==> config.mk <==
export PLATFORM = sky130hd
export DESIGN_NAME = input_fault_latch_status
export DESIGN_NICKNAME = d
export VERILOG_FILES = /design/src/core/fault_latch_pkg.sv /design/src/core/input_fault_latch_status.sv
export SDC_FILE = /design/constraint.sdc
export NUM_CORES = 1
export LEC_CHECK = 0
export ABC_CLOCK_PERIOD_IN_PS = 1330
export BUFFER_PORTS_ARGS = -buffer_cell sky130_fd_sc_hd__buf_2
export CORE_ASPECT_RATIO = 2
export CORE_MARGIN = 4
export CORE_UTILIZATION = 48
export CTS_CLUSTER_SIZE = 16
export DETAILED_ROUTE_END_ITERATION = 10
export PLACE_DENSITY = 0.71
export REMOVE_ABC_BUFFERS = 1
export SLEW_MARGIN = 20
export SYNTH_ARGS = -nofsm -noshare
export SYNTH_HDL_FRONTEND = slang
export SYNTH_SLANG_ARGS = --single-unit
==> constraint.sdc <==
create_clock -name sys_clk -period 1.33 [get_ports sys_clk]
set_input_delay 0.266 -clock sys_clk [delete_from_list [all_inputs] [get_ports sys_clk]]
set_output_delay 0.266 -clock sys_clk [all_outputs]
set_load 0.01 [all_outputs]
==> src/core/fault_latch_pkg.sv <==
// Constants, field layout and carrier types for the input fault latch bank.
// Assumes a control-port engine on sys_clk presents byte register accesses.
//
// What this block does
// - Summary bit 7 is set while input channel 1 holds any latched fault.
// - Summary bit 6 is set while input channel 2 holds any latched fault.
// - Summary bit 5 is set while output channel 1 holds any latched fault.
// - Summary bit 4 is set while output channel 2 holds any latched fault.
// - Summary bit 3 latches a battery short seen while battery is below bias.
// - Summary bits 2 to 0 are reserved and always read zero.
// - Channel 1 latch bit 7 records open inputs, cleared by reading.
// - Channel 1 latch bit 6 records legs shorted together, cleared by reading.
// - Channel 1 bits 5 and 4 record positive and negative leg ground shorts.
// - Channel 1 bits 3 and 2 record positive and negative leg bias shorts.
// - Channel 1 bits 1 and 0 record positive and negative leg battery shorts.
// - Channel 2 latch bit 7 records open inputs, cleared by reading.
// - Channel 2 latch bit 6 records legs shorted together, cleared by reading.
// - Channel 2 bits 5 and 4 record positive and negative leg ground shorts.
// - Channel 2 bits 3 and 2 record positive and negative leg bias shorts.
// - Channel 2 bits 1 and 0 record positive and negative leg battery shorts.
// - All three status registers are read-only; latch bits reset to zero, summary bits 5 and 4 follow the output flags.
// - Per-fault-type mask bit: zero passes fault to interrupt, one blocks it.
package fault_latch_pkg;

    localparam logic [7:0] ADDR_IRQ_MASK     = 8'h31;
    localparam logic [7:0] ADDR_SUMMARY      = 8'h35;
    localparam logic [7:0] ADDR_IN1_LATCH    = 8'h36;
    localparam logic [7:0] ADDR_IN2_LATCH    = 8'h37;

    localparam logic [7:0] RESET_BYTE        = 8'h00;
    localparam logic [7:0] ALL_ONES          = 8'hff;

    // Summary register bit positions
    localparam int         SUM_IN1_BIT       = 7;
    localparam int         SUM_IN2_BIT       = 6;
    localparam int         SUM_OUT1_BIT      = 5;
    localparam int         SUM_OUT2_BIT      = 4;
    localparam int         SUM_VBAT_BIT      = 3;
    localparam logic [2:0] SUM_RESERVED      = 3'h0;

    localparam int         NUM_IN_CH         = 2;

    // One input channel's fault bits, msb first as in the latch register
    typedef struct packed {
        logic open_inputs;
        logic legs_shorted;
        logic positive_input_leg_gnd;
        logic negative_input_leg_gnd;
        logic positive_input_leg_bias;
        logic negative_input_leg_bias;
        logic positive_input_leg_vbat;
        logic negative_input_leg_vbat;
    } input_faults_t;

    typedef struct packed {
        logic       rd;
        logic       wr;
        logic [7:0] addr;
        logic [7:0] wdata;
    } ctrl_req_t;

    typedef struct packed {
        logic       valid;
        logic [7:0] rdata;
    } ctrl_resp_t;

endpackage

==> src/core/input_fault_latch_status.sv <==
// Read-only latched diagnostic status bank plus the input diagnostic mask.
// Fault detector levels are asynchronous; output-channel flags come from
// logic on sys_clk. Accesses arrive from the control-port engine.
`timescale 1ns/1ps
module input_fault_latch_status (
    input  wire logic                           sys_clk,
    input  wire logic                           rst,
    input  wire fault_latch_pkg::ctrl_req_t     ctrl_req,
    output fault_latch_pkg::ctrl_resp_t         ctrl_resp,
    input  wire fault_latch_pkg::input_faults_t in1_fault_raw,
    input  wire fault_latch_pkg::input_faults_t in2_fault_raw,
    input  wire logic                           out1_fault_any,
    input  wire logic                           out2_fault_any,
    input  wire logic                           vbat_short_low_raw,
    output logic                                diag_irq_request
);
    import fault_latch_pkg::*;

    function automatic logic hit(input ctrl_req_t req, input logic [7:0] target);
        hit = req.rd && (req.addr == target);
    endfunction

    ////////////////////////////////////////////////////////////////////////
    // Synchronisers: first stage feeds only the second
    logic [NUM_IN_CH-1:0][7:0] fault_meta;
    logic [NUM_IN_CH-1:0][7:0] fault_sync;
    logic                      vbat_meta;
    logic                      vbat_sync;

    always_ff @(posedge sys_clk) begin
        if (rst) begin
            fault_meta <= '0;
            fault_sync <= '0;
            vbat_meta  <= 1'b0;
            vbat_sync  <= 1'b0;
        end else begin
            fault_meta <= {in2_fault_raw, in1_fault_raw};
            fault_sync <= fault_meta;
            vbat_meta  <= vbat_short_low_raw;
            vbat_sync  <= vbat_meta;
        end
    end

    ////////////////////////////////////////////////////////////////////////
    // Per-channel latches; a read clears, a live fault wins over the clear
    logic [NUM_IN_CH-1:0][7:0] latch;
    logic [NUM_IN_CH-1:0]      clear_rd;

    assign clear_rd[0] = hit(ctrl_req, ADDR_IN1_LATCH);
    assign clear_rd[1] = hit(ctrl_req, ADDR_IN2_LATCH);

    genvar g;
    generate
        for (g = 0; g < NUM_IN_CH; g++) begin : gen_ch
            logic [7:0] next_latch;
            always_comb begin
                next_latch = (latch[g] & (clear_rd[g] ? RESET_BYTE : ALL_ONES))
                           | fault_sync[g];
            end
            always_ff @(posedge sys_clk) begin
                if (rst) begin
                    latch[g] <= RESET_BYTE;
                end else begin
                    latch[g] <= next_latch;
                end
            end
        end
    endgenerate

    // Field views so each check names its fault instead of a bit index
    input_faults_t ch1_seen;
    input_faults_t ch2_seen;
    input_faults_t ch1_held;
    input_faults_t ch2_held;

    assign ch1_seen = fault_sync[0];
    assign ch2_seen = fault_sync[1];
    assign ch1_held = latch[0];
    assign ch2_held = latch[1];

    ////////////////////////////////////////////////////////////////////////
    // Battery-below-bias short, sticky in the summary
    logic vbat_latch;
    logic next_vbat_latch;

    always_comb begin
        next_vbat_latch = (vbat_latch && !hit(ctrl_req, ADDR_SUMMARY)) || vbat_sync;
    end

    always_ff @(posedge sys_clk) begin
        if (rst) begin
            vbat_latch <= 1'b0;
        end else begin
            vbat_latch <= next_vbat_latch;
        end
    end

    ////////////////////////////////////////////////////////////////////////
    // Mask register and interrupt request
    logic [7:0] input_diag_irq_mask;
    logic [7:0] next_mask;
    logic       next_irq;

    always_comb begin
        next_mask = input_diag_irq_mask;
        if (ctrl_req.wr && ctrl_req.addr == ADDR_IRQ_MASK) begin
            next_mask = ctrl_req.wdata;
        end
        // Latch still records a masked fault; mask only gates the request
        next_irq = |((latch[0] | latch[1]) & ~input_diag_irq_mask);
    end

    always_ff @(posedge sys_clk) begin
        if (rst) begin
            input_diag_irq_mask <= RESET_BYTE;
            diag_irq_request    <= 1'b0;
        end else begin
            input_diag_irq_mask <= next_mask;
            diag_irq_request    <= next_irq;
        end
    end

    ////////////////////////////////////////////////////////////////////////
    // Read path; data reflects the value before the clear-on-read
    logic [7:0] summary;
    ctrl_resp_t next_resp;

    always_comb begin
        summary               = RESET_BYTE;
        summary[SUM_IN1_BIT]  = |latch[0];
        summary[SUM_IN2_BIT]  = |latch[1];
        summary[SUM_OUT1_BIT] = out1_fault_any;
        summary[SUM_OUT2_BIT] = out2_fault_any;
        summary[SUM_VBAT_BIT] = vbat_latch;
        summary[2:0]          = SUM_RESERVED;
        next_resp.valid = ctrl_req.rd;
        next_resp.rdata = RESET_BYTE;
        if (ctrl_req.rd && ctrl_req.addr == ADDR_SUMMARY) begin
            next_resp.rdata = summary;
        end else if (ctrl_req.rd && ctrl_req.addr == ADDR_IN1_LATCH) begin
            next_resp.rdata = latch[0];
        end else if (ctrl_req.rd && ctrl_req.addr == ADDR_IN2_LATCH) begin
            next_resp.rdata = latch[1];
        end else if (ctrl_req.rd && ctrl_req.addr == ADDR_IRQ_MASK) begin
            next_resp.rdata = input_diag_irq_mask;
        end
    end

    // Writes to the status registers fall through unseen: read-only
    always_ff @(posedge sys_clk) begin
        if (rst) begin
            ctrl_resp <= '0;
        end else begin
            ctrl_resp <= next_resp;
        end
    end

    ////////////////////////////////////////////////////////////////////////
    // Checks
    logic       any_in1;
    logic       any_in2;
    logic [7:0] req_addr_q;
    assign any_in1 = |latch[0];
    assign any_in2 = |latch[1];

    always_ff @(posedge sys_clk) begin
        if (rst) begin
            req_addr_q <= RESET_BYTE;
        end else begin
            req_addr_q <= ctrl_req.addr;
        end
    end
endmodule

Word level (Yosys, flattened, before mapping)
Cells that the tools add are included.
{"block": "totals", "regBits": 69, "inputBits": 39, "out_inout_bits": 10}
{"block": "classes", "n_eq_ne": 4, "mux": 6, "bitwise_logic": 7, "n_reduce_logical": 12}
{"op": "8-bit 2-to-1 mux", "n": 6}
{"op": "8-bit by 6-bit == test with 1-bit output (second input constant)", "n": 4}
{"op": "8-bit AND", "n": 3}
{"op": "8-bit bitwise OR", "n": 3}
{"op": "8-bit OR reduction", "n": 3}
{"op": "8-bit NOT", "n": 1}
{"op": "1-bit logical AND", "n": 6}
{"op": "2-bit OR reduction", "n": 1}
{"op": "1-bit logical NOT", "n": 1}
{"op": "1-bit logical OR", "n": 1}

Logic depth before layout (Yosys ltp)
Gate-level depths: netlist of run 1.
{"block": "depth", "ltp_word": 6, "depth_mapped": 6}

Worst setup path after synthesis of run 1
OpenSTA, ideal clock, no wires.
{"block": "synth_timing", "path_type": "input to register", "start": "in ctrl_req[14] in the netlist's numbering", "end": "reg input_diag_irq_mask[7]", "setup_time_ns": 0.128, "arrival_time_ns": 1.162, "required_time_ns": 1.202, "setup_slack_ns": 0.040, "stages": 5, "cell_sequence": "and4bb_2 -> and4b_1 -> buf_4 -> mux2i_1 -> nor2_1"}
{"block": "synth_via", "elab_chain_cells": 2}
{"element": "start, declared", "line": "input_fault_latch_status.sv:8", "text": "input wire fault_latch_pkg::ctrl_req_t ctrl_req,"}
{"element": "8-bit by 6-bit == test with 1-bit output", "line": "input_fault_latch_status.sv:106", "text": "if (ctrl_req.wr && ctrl_req.addr == ADDR_IRQ_MASK) begin"}
{"element": "1-bit logical AND", "line": "input_fault_latch_status.sv:106"}
{"element": "end signal, assigned", "line": "input_fault_latch_status.sv:118", "text": "input_diag_irq_mask <= next_mask;"}
{"element": "end, declared", "line": "input_fault_latch_status.sv:100", "text": "logic [7:0] input_diag_irq_mask;"}
No other way between the ends.
A chain may end at the register's enable or synchronous reset.

Worst setup path after layout of run 1
Same ends and word-level chain as after synthesis.

==> results_dict.tcl, run 1 <==
set metrics [dict create \
    slowest_delay_ns 0.31 \
    ys_seq_elements 69 \
    post-synth-top-area-cell "dfxtp_1" \
    pre_cts_ws_ns -0.108 \
    crit_arrival_ns 1.33 \
    htreeDepth 3 \
    critPathTopFamily "simple AND/OR/NAND/NOR gates" \
    dr.pass1.iters 5 \
    min_period_ns 1.10 \
    max_slew_margin_pct 79.6 \
    synth_top_area_share_pct 59.2 \
    dpl.hpwl_mm 3.54 \
    p_total_uw 4520 \
    worst_r2r_path_depth 4 \
    cp_max_fo 8 \
    clkTransAtPathRegs_ns 0.07 \
    antenna_found_initial 0 \
    r2r-start "input_diag_irq_mask[7]" \
    placedCellCount 342 \
    max_cap_violations 0 \
    hp-class "input port to flop" \
    cts_sinks 69 \
    async_reset_ff_share_pct 0 \
    grt_max_degree 46 \
    dieArea_um2 6110 \
    cp-endpoint "input_diag_irq_mask[7]" \
    synth.top_cells.by_count "dfxtp_1 (69), nor2_1 (49), nor2b_1 (38)" \
    setup_slack_ns 0.230 \
    slew_violations 0 \
    endpoint_kind "flop" \
    final_antenna_net_count 0 \
    peakVddDrop_mv 0.912 \
    yosysWarnings 0 \
    cts_root_buf "clkbuf_8" \
    rsz0062_at_grt "false" \
    path_depth 6 \
    initial_core_util_pct 50.3 \
    nets 337 \
    period_share_pct 82.7 \
    synth_edf_count 0 \
    crit_chain "buf_2, and4bb_2, and4b_1, buf_12, mux2i_1, nor2_1" \
    holdBufCountCts 0 \
    drive_above_1_share_pct 25.8 \
    clk_latency_ns 0.34 \
    syn_area_per_cell_um2 9.77 \
    portBuffers 48 \
    via_count 1852 \
    synth_most_common_cell "dfxtp_1" \
    outcome "finished clean" \
    place_congestion 0.866 \
    ff2ff_setup_slack_ns 0.26 \
    postCtsSetupBuffers 0 \
    post_cts_resized 0 \
    rows 35 \
    crit_required_ns 1.56 \
    layoutNonFillerInstCount 357 \
    grt_overflow 0 \
    grt_usage_pct 17.3 \
    fin_skew_ns 0.00992 \
    synth_area_leaders "dfxtp_1 (59%), nor2b_1 (10%), nor2_1 (7.9%)" \
    timing.rr.end "ctrl_resp[7]" \
    antenna_cells 0 \
    drcViolationCount 0 \
    core_area_um2 4640 \
    cp_slowest_cell "and4bb_2" \
    grt_pass1_vias 1760 \
    die_w_um 57.3 \
    cts_tree "built" \
    grt_pass1_wl_mm 7.85 \
    wl_per_cell_um 13.8 \
    netlist_area_um2 2330 \
    path_buf_inv 2 \
    p_leak_uw 0.00125 \
    startpoint "ctrl_req[14]" \
    setup_viol 0 \
    io-pin-count 49 \
    ys_types 30 \
    max_freq_mhz 909 \
    numCtsBuffers 9 \
    wl_mm 4.92 \
    clock_path_buffers 2 \
    cp-start-kind "input port" \
    drt_iter0_markers 42 \
    post-route-util_pct 63.3 \
    worstMarginPinSlew_ns 0.304 \
    synthFlopType "dfxtp_1" \
    syn_inst 239 \
    avgViaCountPerCell 5.19 \
    area_growth_pct 25.9 \
    yosysSeqAreaShare_pct 59.2 \
    fp.dieH_um 107 \
    worst-setup-path-type "input port to flop" \
    power_density_nw_per_um2 1540 \
    hold_violations 0 \
]
## layout by cell type, fill, tap and decap left out, drive strengths merged
cell type	Yosys	final
nor2	49	49
o2bb2ai	2	2
clkinv	0	1
nand2	3	3
and3	1	1
a2bb2oi	2	2
o21ai	3	3
bufinv	0	3
nand3	1	1
or2b	1	1
nand2b	1	1
dfxtp	69	69
nor2b	38	38
a22oi	3	3
and4bb	1	1
nor3	3	3
nor4	8	8
a311oi	2	2
inv	2	3
mux2i	8	8
nand4	2	2
buf	5	60
and3b	1	1
o22ai	4	4
and4b	1	1
a21oi	20	20
clkbuf	7	10
and2	2	2
## where the power goes
part | switching (µW) | internal [µW]
Sequential | 43.1 | 2150
Combinational | 128 | 144
Clock | 763 | 1300
Total | 934 | 3590
## cells by family after synthesis
group / Yosys count / synth area share (%)
buffers and inverters: 14 / 3.11
flip-flops: 69 / 59.2
AND/OR/NAND/NOR: 112 / 25.1
AO/OA/AOI/OAI: 36 / 9.22
multiplexers: 8 / 3.43
## through the flow
stage	hold slack, ns	TNS (ns)	instance area, µm²
global route	0.135	0	2940
detailed placement	0.421	-1.72	2690
CTS	0.117	0	2940
global placement	0.416	-0.912	2690
finish	0.130	0	2940
floorplan	0.338	-0.778	2270
## worst min-delay path by stage
stage                     startpoint       endpoint  slack [ns]  cells past startpoint
floorplan                        rst    ch1_seen[0]        0.34                      1
global placement       fault_meta[4]    ch1_seen[4]        0.42                      1
detailed placement    fault_meta[14]    ch2_seen[6]        0.42                      1
CTS                 in1_fault_raw[3]  fault_meta[3]        0.12                      2
global route        in2_fault_raw[1]  fault_meta[9]        0.14                      2
finish              in1_fault_raw[7]  fault_meta[7]        0.13                      2
## state kept, by name, indices dropped and copies added (netlist names)
register and flops:
ch1_held 8, ctrl_resp 9, fault_meta 16, vbat_meta 1
diag_irq_request 1, ch2_held 8, vbat_sync 1, vbat_latch 1
ch1_seen 8, input_diag_irq_mask 8, ch2_seen 8
## final cells by class
cell class	count	area (µm²)
Clock inverter	5	108
Timing Repair Buffer	60	355
Sequential cell	69	1380
Inverter	2	7.51
Tap cell	55	68.8
Fill cell	417	1700
Clock buffer	10	138
Multi-Input combinational cell	156	881
## per-layer routing
layer | GRT usage, % | vias to the layer above | share of wire [%]
met1 | 16.2 | 829 | 35
met2 | 29.5 | 76 | 52
met3 | 5.78 | 25 | 6.4
met4 | 13.8 | 0 | 5.9
met5 | 0 | - | 0
li1 | - | 922 | -
(Power assumes the default switching activity.)
==> inputs of run 2 (changes only) <==
- ABC_CLOCK_PERIOD_IN_PS: 1330 -> 900
- clock period: 1.33 -> 0.9 ns (I/O delays scaled with it)
==> run 2 against run 1 <==
Net effect: the flow now finishes with violations (negative setup slack); core utilization is 9.4 points higher; sequential cell count unchanged; global-route usage up 1.4 points; clock power grew 41%; power increased by 49%; sequential share of layout area down 5.1 points; clock-buffer cell count unchanged; non-clock buffer count increased by 21; combinational power grew 110%; via count is 8.6% higher; register-to-register slack got worse by 0.41 ns; design area grew 15%; critical endpoint is now diag_irq_request; largest cell class unchanged; largest power group unchanged.
==> results_dict.tcl, run 2 (synthesized netlist as in run 1, its figures left out) <==
set metrics [dict create \
    outcome "complete, but fails checks" \
    violations "negative setup slack" \
    pre_cts_ws_ns -0.501 \
    regMostFlops "fault_meta" \
    grt_max_degree 28 \
    layoutNonFillerInstCount 379 \
    worstMarginPinSlew_ns 0.270 \
    dpl.hpwl_mm 3.75 \
    clock_path_buffers 2 \
    crit_arrival_ns 1.28 \
    wl_mm 5.98 \
    holdBufCountCts 0 \
    io-pin-count 49 \
    nets 359 \
    cts_sinks 69 \
    hp-class "input port to flop" \
    initial_core_util_pct 50.3 \
    hold-path-cell-count 2 \
    grt_overflow 0 \
    dieArea_um2 6110 \
    antenna_found_initial 0 \
    drcViolationCount 0 \
    grt_pass1_vias 1892 \
    numCtsBuffers 9 \
    max_freq_mhz 954 \
    hold_violations 0 \
    setup_slack_ns -0.148 \
    die_w_um 57.3 \
    slew_violations 0 \
    layout_common_cells "dfxtp_1 (49), buf_2 (42), nor2_1 (41)" \
    min_period_ns 1.05 \
    htreeDepth 3 \
    peakVddDrop_mv 1.83 \
    largest_reg_flops 16 \
    power_density_nw_per_um2 2000 \
    p_leak_uw 0.00142 \
    via_count 2011 \
    period_share_pct 116 \
    clkTransAtPathRegs_ns 0.07 \
    fp.dieH_um 107 \
    crit_required_ns 1.13 \
    fin_skew_ns 0.00718 \
    rsz0062_at_grt "true" \
    fillCellCount 322 \
    worst_r2r_path_depth 4 \
    core_area_um2 4640 \
    setup_viol 35 \
    wl_per_cell_um 15.8 \
    post-route-util_pct 72.7 \
    dr.pass1.iters 4 \
    drive_above_1_share_pct 47.8 \
    worst-setup-path-type "flop to flop" \
    max_cap_violations 0 \
    cts_tree "built" \
    endpoint_kind "flop" \
    antenna_cells 0 \
    place_congestion 0.897 \
    cp_max_fo 3 \
    grt_pass1_wl_mm 8.47 \
    max_slew_margin_pct 81.9 \
    layout_commonest_cell "dfxtp_1" \
    clk_latency_ns 0.34 \
    rows 35 \
    fin_tns_setup_ns -2.88 \
    avgViaCountPerCell 5.31 \
    portBuffers 48 \
    cts_root_buf "clkbuf_8" \
    largestRegisters "fault_meta: 16 flops, ctrl_resp: 9 flops" \
    placedCellCount 360 \
    cp-start-kind "flop" \
    area_growth_pct 44.6 \
    final_antenna_net_count 0 \
    grt_usage_pct 18.7 \
    drt_iter0_markers 59 \
]
## run 2: changes by cell type in the layout (fill, tap and decap cells not counted), sizes merged
cell / change
clkinv: +1
inv: -1
buf: +21
nand3: +1
## run 2: repair_timing
action,4_1_cts,5_1_grt
buffers inserted,2,1
endpoints found under the setup margin,41,44
resized for setup,26,53
cloned,0,1
pin swaps,12,16
## run 2: worst paths after layout
check,start,end,slack [ns]
worst min register to register,ch2_seen[3],ch2_held[3],0.44
worst max register to register,ch2_held[0],diag_irq_request,-0.15
worst min-delay path,in2_fault_raw[7],fault_meta[15],0.04
worst max-delay path,ch2_held[0],diag_irq_request,-0.15
## run 2: metal layers
| metal | vias up | global-route usage (%) | wire length, µm |
|---|---|---|---|
| met2 | 93 | 33.6 | 3200 |
| met5 | - | 0 | 0 |
| met1 | 925 | 17.1 | 2070 |
| met3 | 25 | 4.82 | 359 |
| met4 | 0 | 14.4 | 352 |
| li1 | 968 | - | - |
## run 2: final cells by class
type	count	area, µm²	area share (%)
well taps	55	68.8	2.04
inverters	2	7.51	0.222
repair buffers	81	574	17.0
flip-flops and latches	69	1420	41.9
multi-input cells	157	1080	32.0
clock buffers	10	128	3.78
clock inverters	5	100	2.96
## run 2: critical path: stages, from the launching register on
cell	delay, ns
dfxtp_1	0.34
nor2_1	0.17
o22ai_1	0.12
nor4_2	0.25
nor2_1	0.06
## run 2: through the flow
stage	area [µm²]	power [µW]	hold slack (ns)
2_1_floorplan	2270	3470	0.252
5_1_grt	3380	6990	0.0371
3_5_place_dp	2840	3770	0.392
6_report	3380	6740	0.0429
3_3_place_gp	2840	3750	0.386
4_1_cts	3160	6680	0.0323
## run 2: power breakdown
group          internal, µW  switching [µW]  total, µW
Combinational           320             261        581
Clock                  1820            1090       2910
Sequential             3170            85.5       3260
Total                  5310            1440       6740
==> inputs of run 3 (changes only) <==
==> constraint.sdc (replaced) <==
create_clock -name sys_clk -period 0.9 [get_ports sys_clk]
set_input_delay 0.09 -clock sys_clk [delete_from_list [all_inputs] [get_ports sys_clk]]
set_output_delay 0.09 -clock sys_clk [all_outputs]
set_load 0.01 [all_outputs]
==> run 3 against run 2 <==
Net effect: the flow still finishes with violations (negative setup slack); via count rose by 3.0%; non-clock buffer count rose by 25; clock-buffer cell count rose by 1; power rose by 3.0%; core utilization rose by 4.5 points; critical path depth rose by 1; sequential share of layout area fell by 2.4 points; design area rose by 6.2%; fmax rose by 1.5%; critical endpoint is now ctrl_resp[6]; largest cell class unchanged; largest power group unchanged; highest routed layer unchanged.
==> results_dict.tcl, run 3 (synthesized netlist as in run 1, its figures left out) <==
set metrics [dict create \
    grt_overflow 0 \
    crit_chain "buf_6, and4bb_2, nand4_1, a2bb2oi_1, a311oi_1" \
    worstMarginPinSlew_ns 0.376 \
    rsz0062_at_grt "true" \
    grt_pass1_wl_mm 9.32 \
    final_antenna_net_count 0 \
    largestRegisters "fault_meta: 16 flops, ctrl_resp: 9 flops" \
    io-pin-count 49 \
    crit_required_ns 1.13 \
    grt_max_degree 28 \
    p_leak_uw 0.00153 \
    dr.pass1.iters 4 \
    slew_violations 0 \
    die_w_um 57.3 \
    drcViolationCount 0 \
    drive_above_1_share_pct 44.0 \
    violations "negative setup slack" \
    cts_tree "built" \
    rows 35 \
    portBuffers 48 \
    cts_root_buf "clkbuf_8" \
    layout_common_cells "dfxtp_1 (49), buf_2 (46), nor2_1 (41)" \
    outcome "complete, but fails checks" \
    area_growth_pct 53.6 \
    nets 384 \
    htreeDepth 3 \
    setup_viol 19 \
    cts_sinks 69 \
    switching_share_pct 21.2 \
    min_period_ns 1.03 \
    fin_tns_setup_ns -0.694 \
    antenna_cells 0 \
    endpoint_kind "flop" \
    wl_mm 6.21 \
    clkTransAtPathRegs_ns 0.07 \
    power_density_nw_per_um2 1940 \
    fin_skew_ns 0.00534 \
    place_congestion 0.893 \
    period_share_pct 115 \
    grt_pass1_vias 2043 \
    wl_per_cell_um 15.3 \
    hp-class "input port to flop" \
    dieArea_um2 6110 \
    sequentialPowerShare_pct 46.7 \
    worst-setup-path-type "input port to flop" \
    power_frac_clock_pct 44.0 \
    numCtsBuffers 9 \
    critPathTopFamily "simple AND/OR/NAND/NOR gates" \
    switchingPower_uw 1480 \
    largest_reg_flops 16 \
    max_freq_mhz 968 \
    max_cap_violations 0 \
    cp-start-kind "input port" \
    cp_slowest_cell "and4bb_2" \
    internal_power_uw 5470 \
    clk_latency_ns 0.33 \
    avgViaCountPerCell 5.11 \
    crit_arrival_ns 1.26 \
    peakVddDrop_mv 1.66 \
    dpl.hpwl_mm 3.75 \
    power_frac_comb_pct 9.3 \
    via_count 2071 \
    pre_cts_ws_ns -0.388 \
    layout_commonest_cell "dfxtp_1" \
    regMostFlops "fault_meta" \
    cp_max_fo 4 \
    drt_iter0_markers 47 \
    hold_violations 0 \
    core_area_um2 4640 \
    initial_core_util_pct 50.3 \
    grt_usage_pct 19.9 \
    setup_slack_ns -0.133 \
    fp.dieH_um 107 \
    max_slew_margin_pct 74.9 \
    antenna_found_initial 0 \
    path_buf_inv 1 \
    clock_path_buffers 2 \
    slowest_delay_ns 0.32 \
    fillCellCount 311 \
]
[run 3: final timing paths]
kind,from,to,slack [ns],cells after the start
max,ctrl_req[14],ctrl_resp[6],-0.13,5
min,ctrl_req[4],input_diag_irq_mask[4],0.01,3
max reg2reg,ch2_held[1],diag_irq_request,-0.13,4
min reg2reg,fault_meta[15],ch2_seen[7],0.44,1
[run 3: final cells by class]
cell class | count | area, µm² | share of cell area, %
clock inverter | 5 | 108 | 3.00
timing repair buffer | 106 | 796 | 22.2
multi-input combinational | 157 | 1050 | 29.2
tap | 55 | 68.8 | 1.92
inverter | 2 | 7.51 | 0.209
clock buffer | 11 | 141 | 3.94
sequential | 69 | 1420 | 39.6
[run 3: metal layers]
layer,global-route usage [%],up-vias,wire length (µm),part of all wire (%)
li1,-,1017,-,-
met1,20.2,933,2210,36
met2,34.1,92,3280,53
met3,5.54,29,381,6.1
met4,13.9,0,337,5.4
met5,0,-,0,0
[run 3: what timing repair did]
action                                  4_1_cts  5_1_grt
resized for setup                            32       37
hold buffers                                 22        0
gates cloned                                  0        2
endpoints found under the setup margin       18       34
hold endpoints to repair                     22        0
buffers inserted                              3        3
pin swaps                                    17       19
[run 3: worst min-delay path, cell delays in order]
cell	delay [ns]
buf_2	0.08
mux2i_1	0.05
nor2_1	0.08
[run 3: metrics by stage]
stage / util (%) / cell area, µm² / instances / power, µW / hold WS, ns
global placement: 61.1 / 2830 / 359 / 3750 / 0.297
finish: 77.3 / 3590 / 405 / 6950 / 0.00995
floorplan: - / 2270 / 227 / 3470 / 0.162
global route: 77.3 / 3590 / 405 / 7240 / 0.0149
detailed placement: 61.1 / 2830 / 359 / 3760 / 0.302
CTS: 73.5 / 3410 / 400 / 6920 / 0.00445
[run 3: power groups by stage]
stage / sequential, µW / clock, µW / combinational [µW]
6_report: 3250 / 3060 / 644
2_1_floorplan: 3290 / 0 / 186
5_1_grt: 3260 / 3280 / 706
3_5_place_dp: 3300 / 0 / 459
4_1_cts: 3240 / 3110 / 572
3_3_place_gp: 3300 / 0 / 451
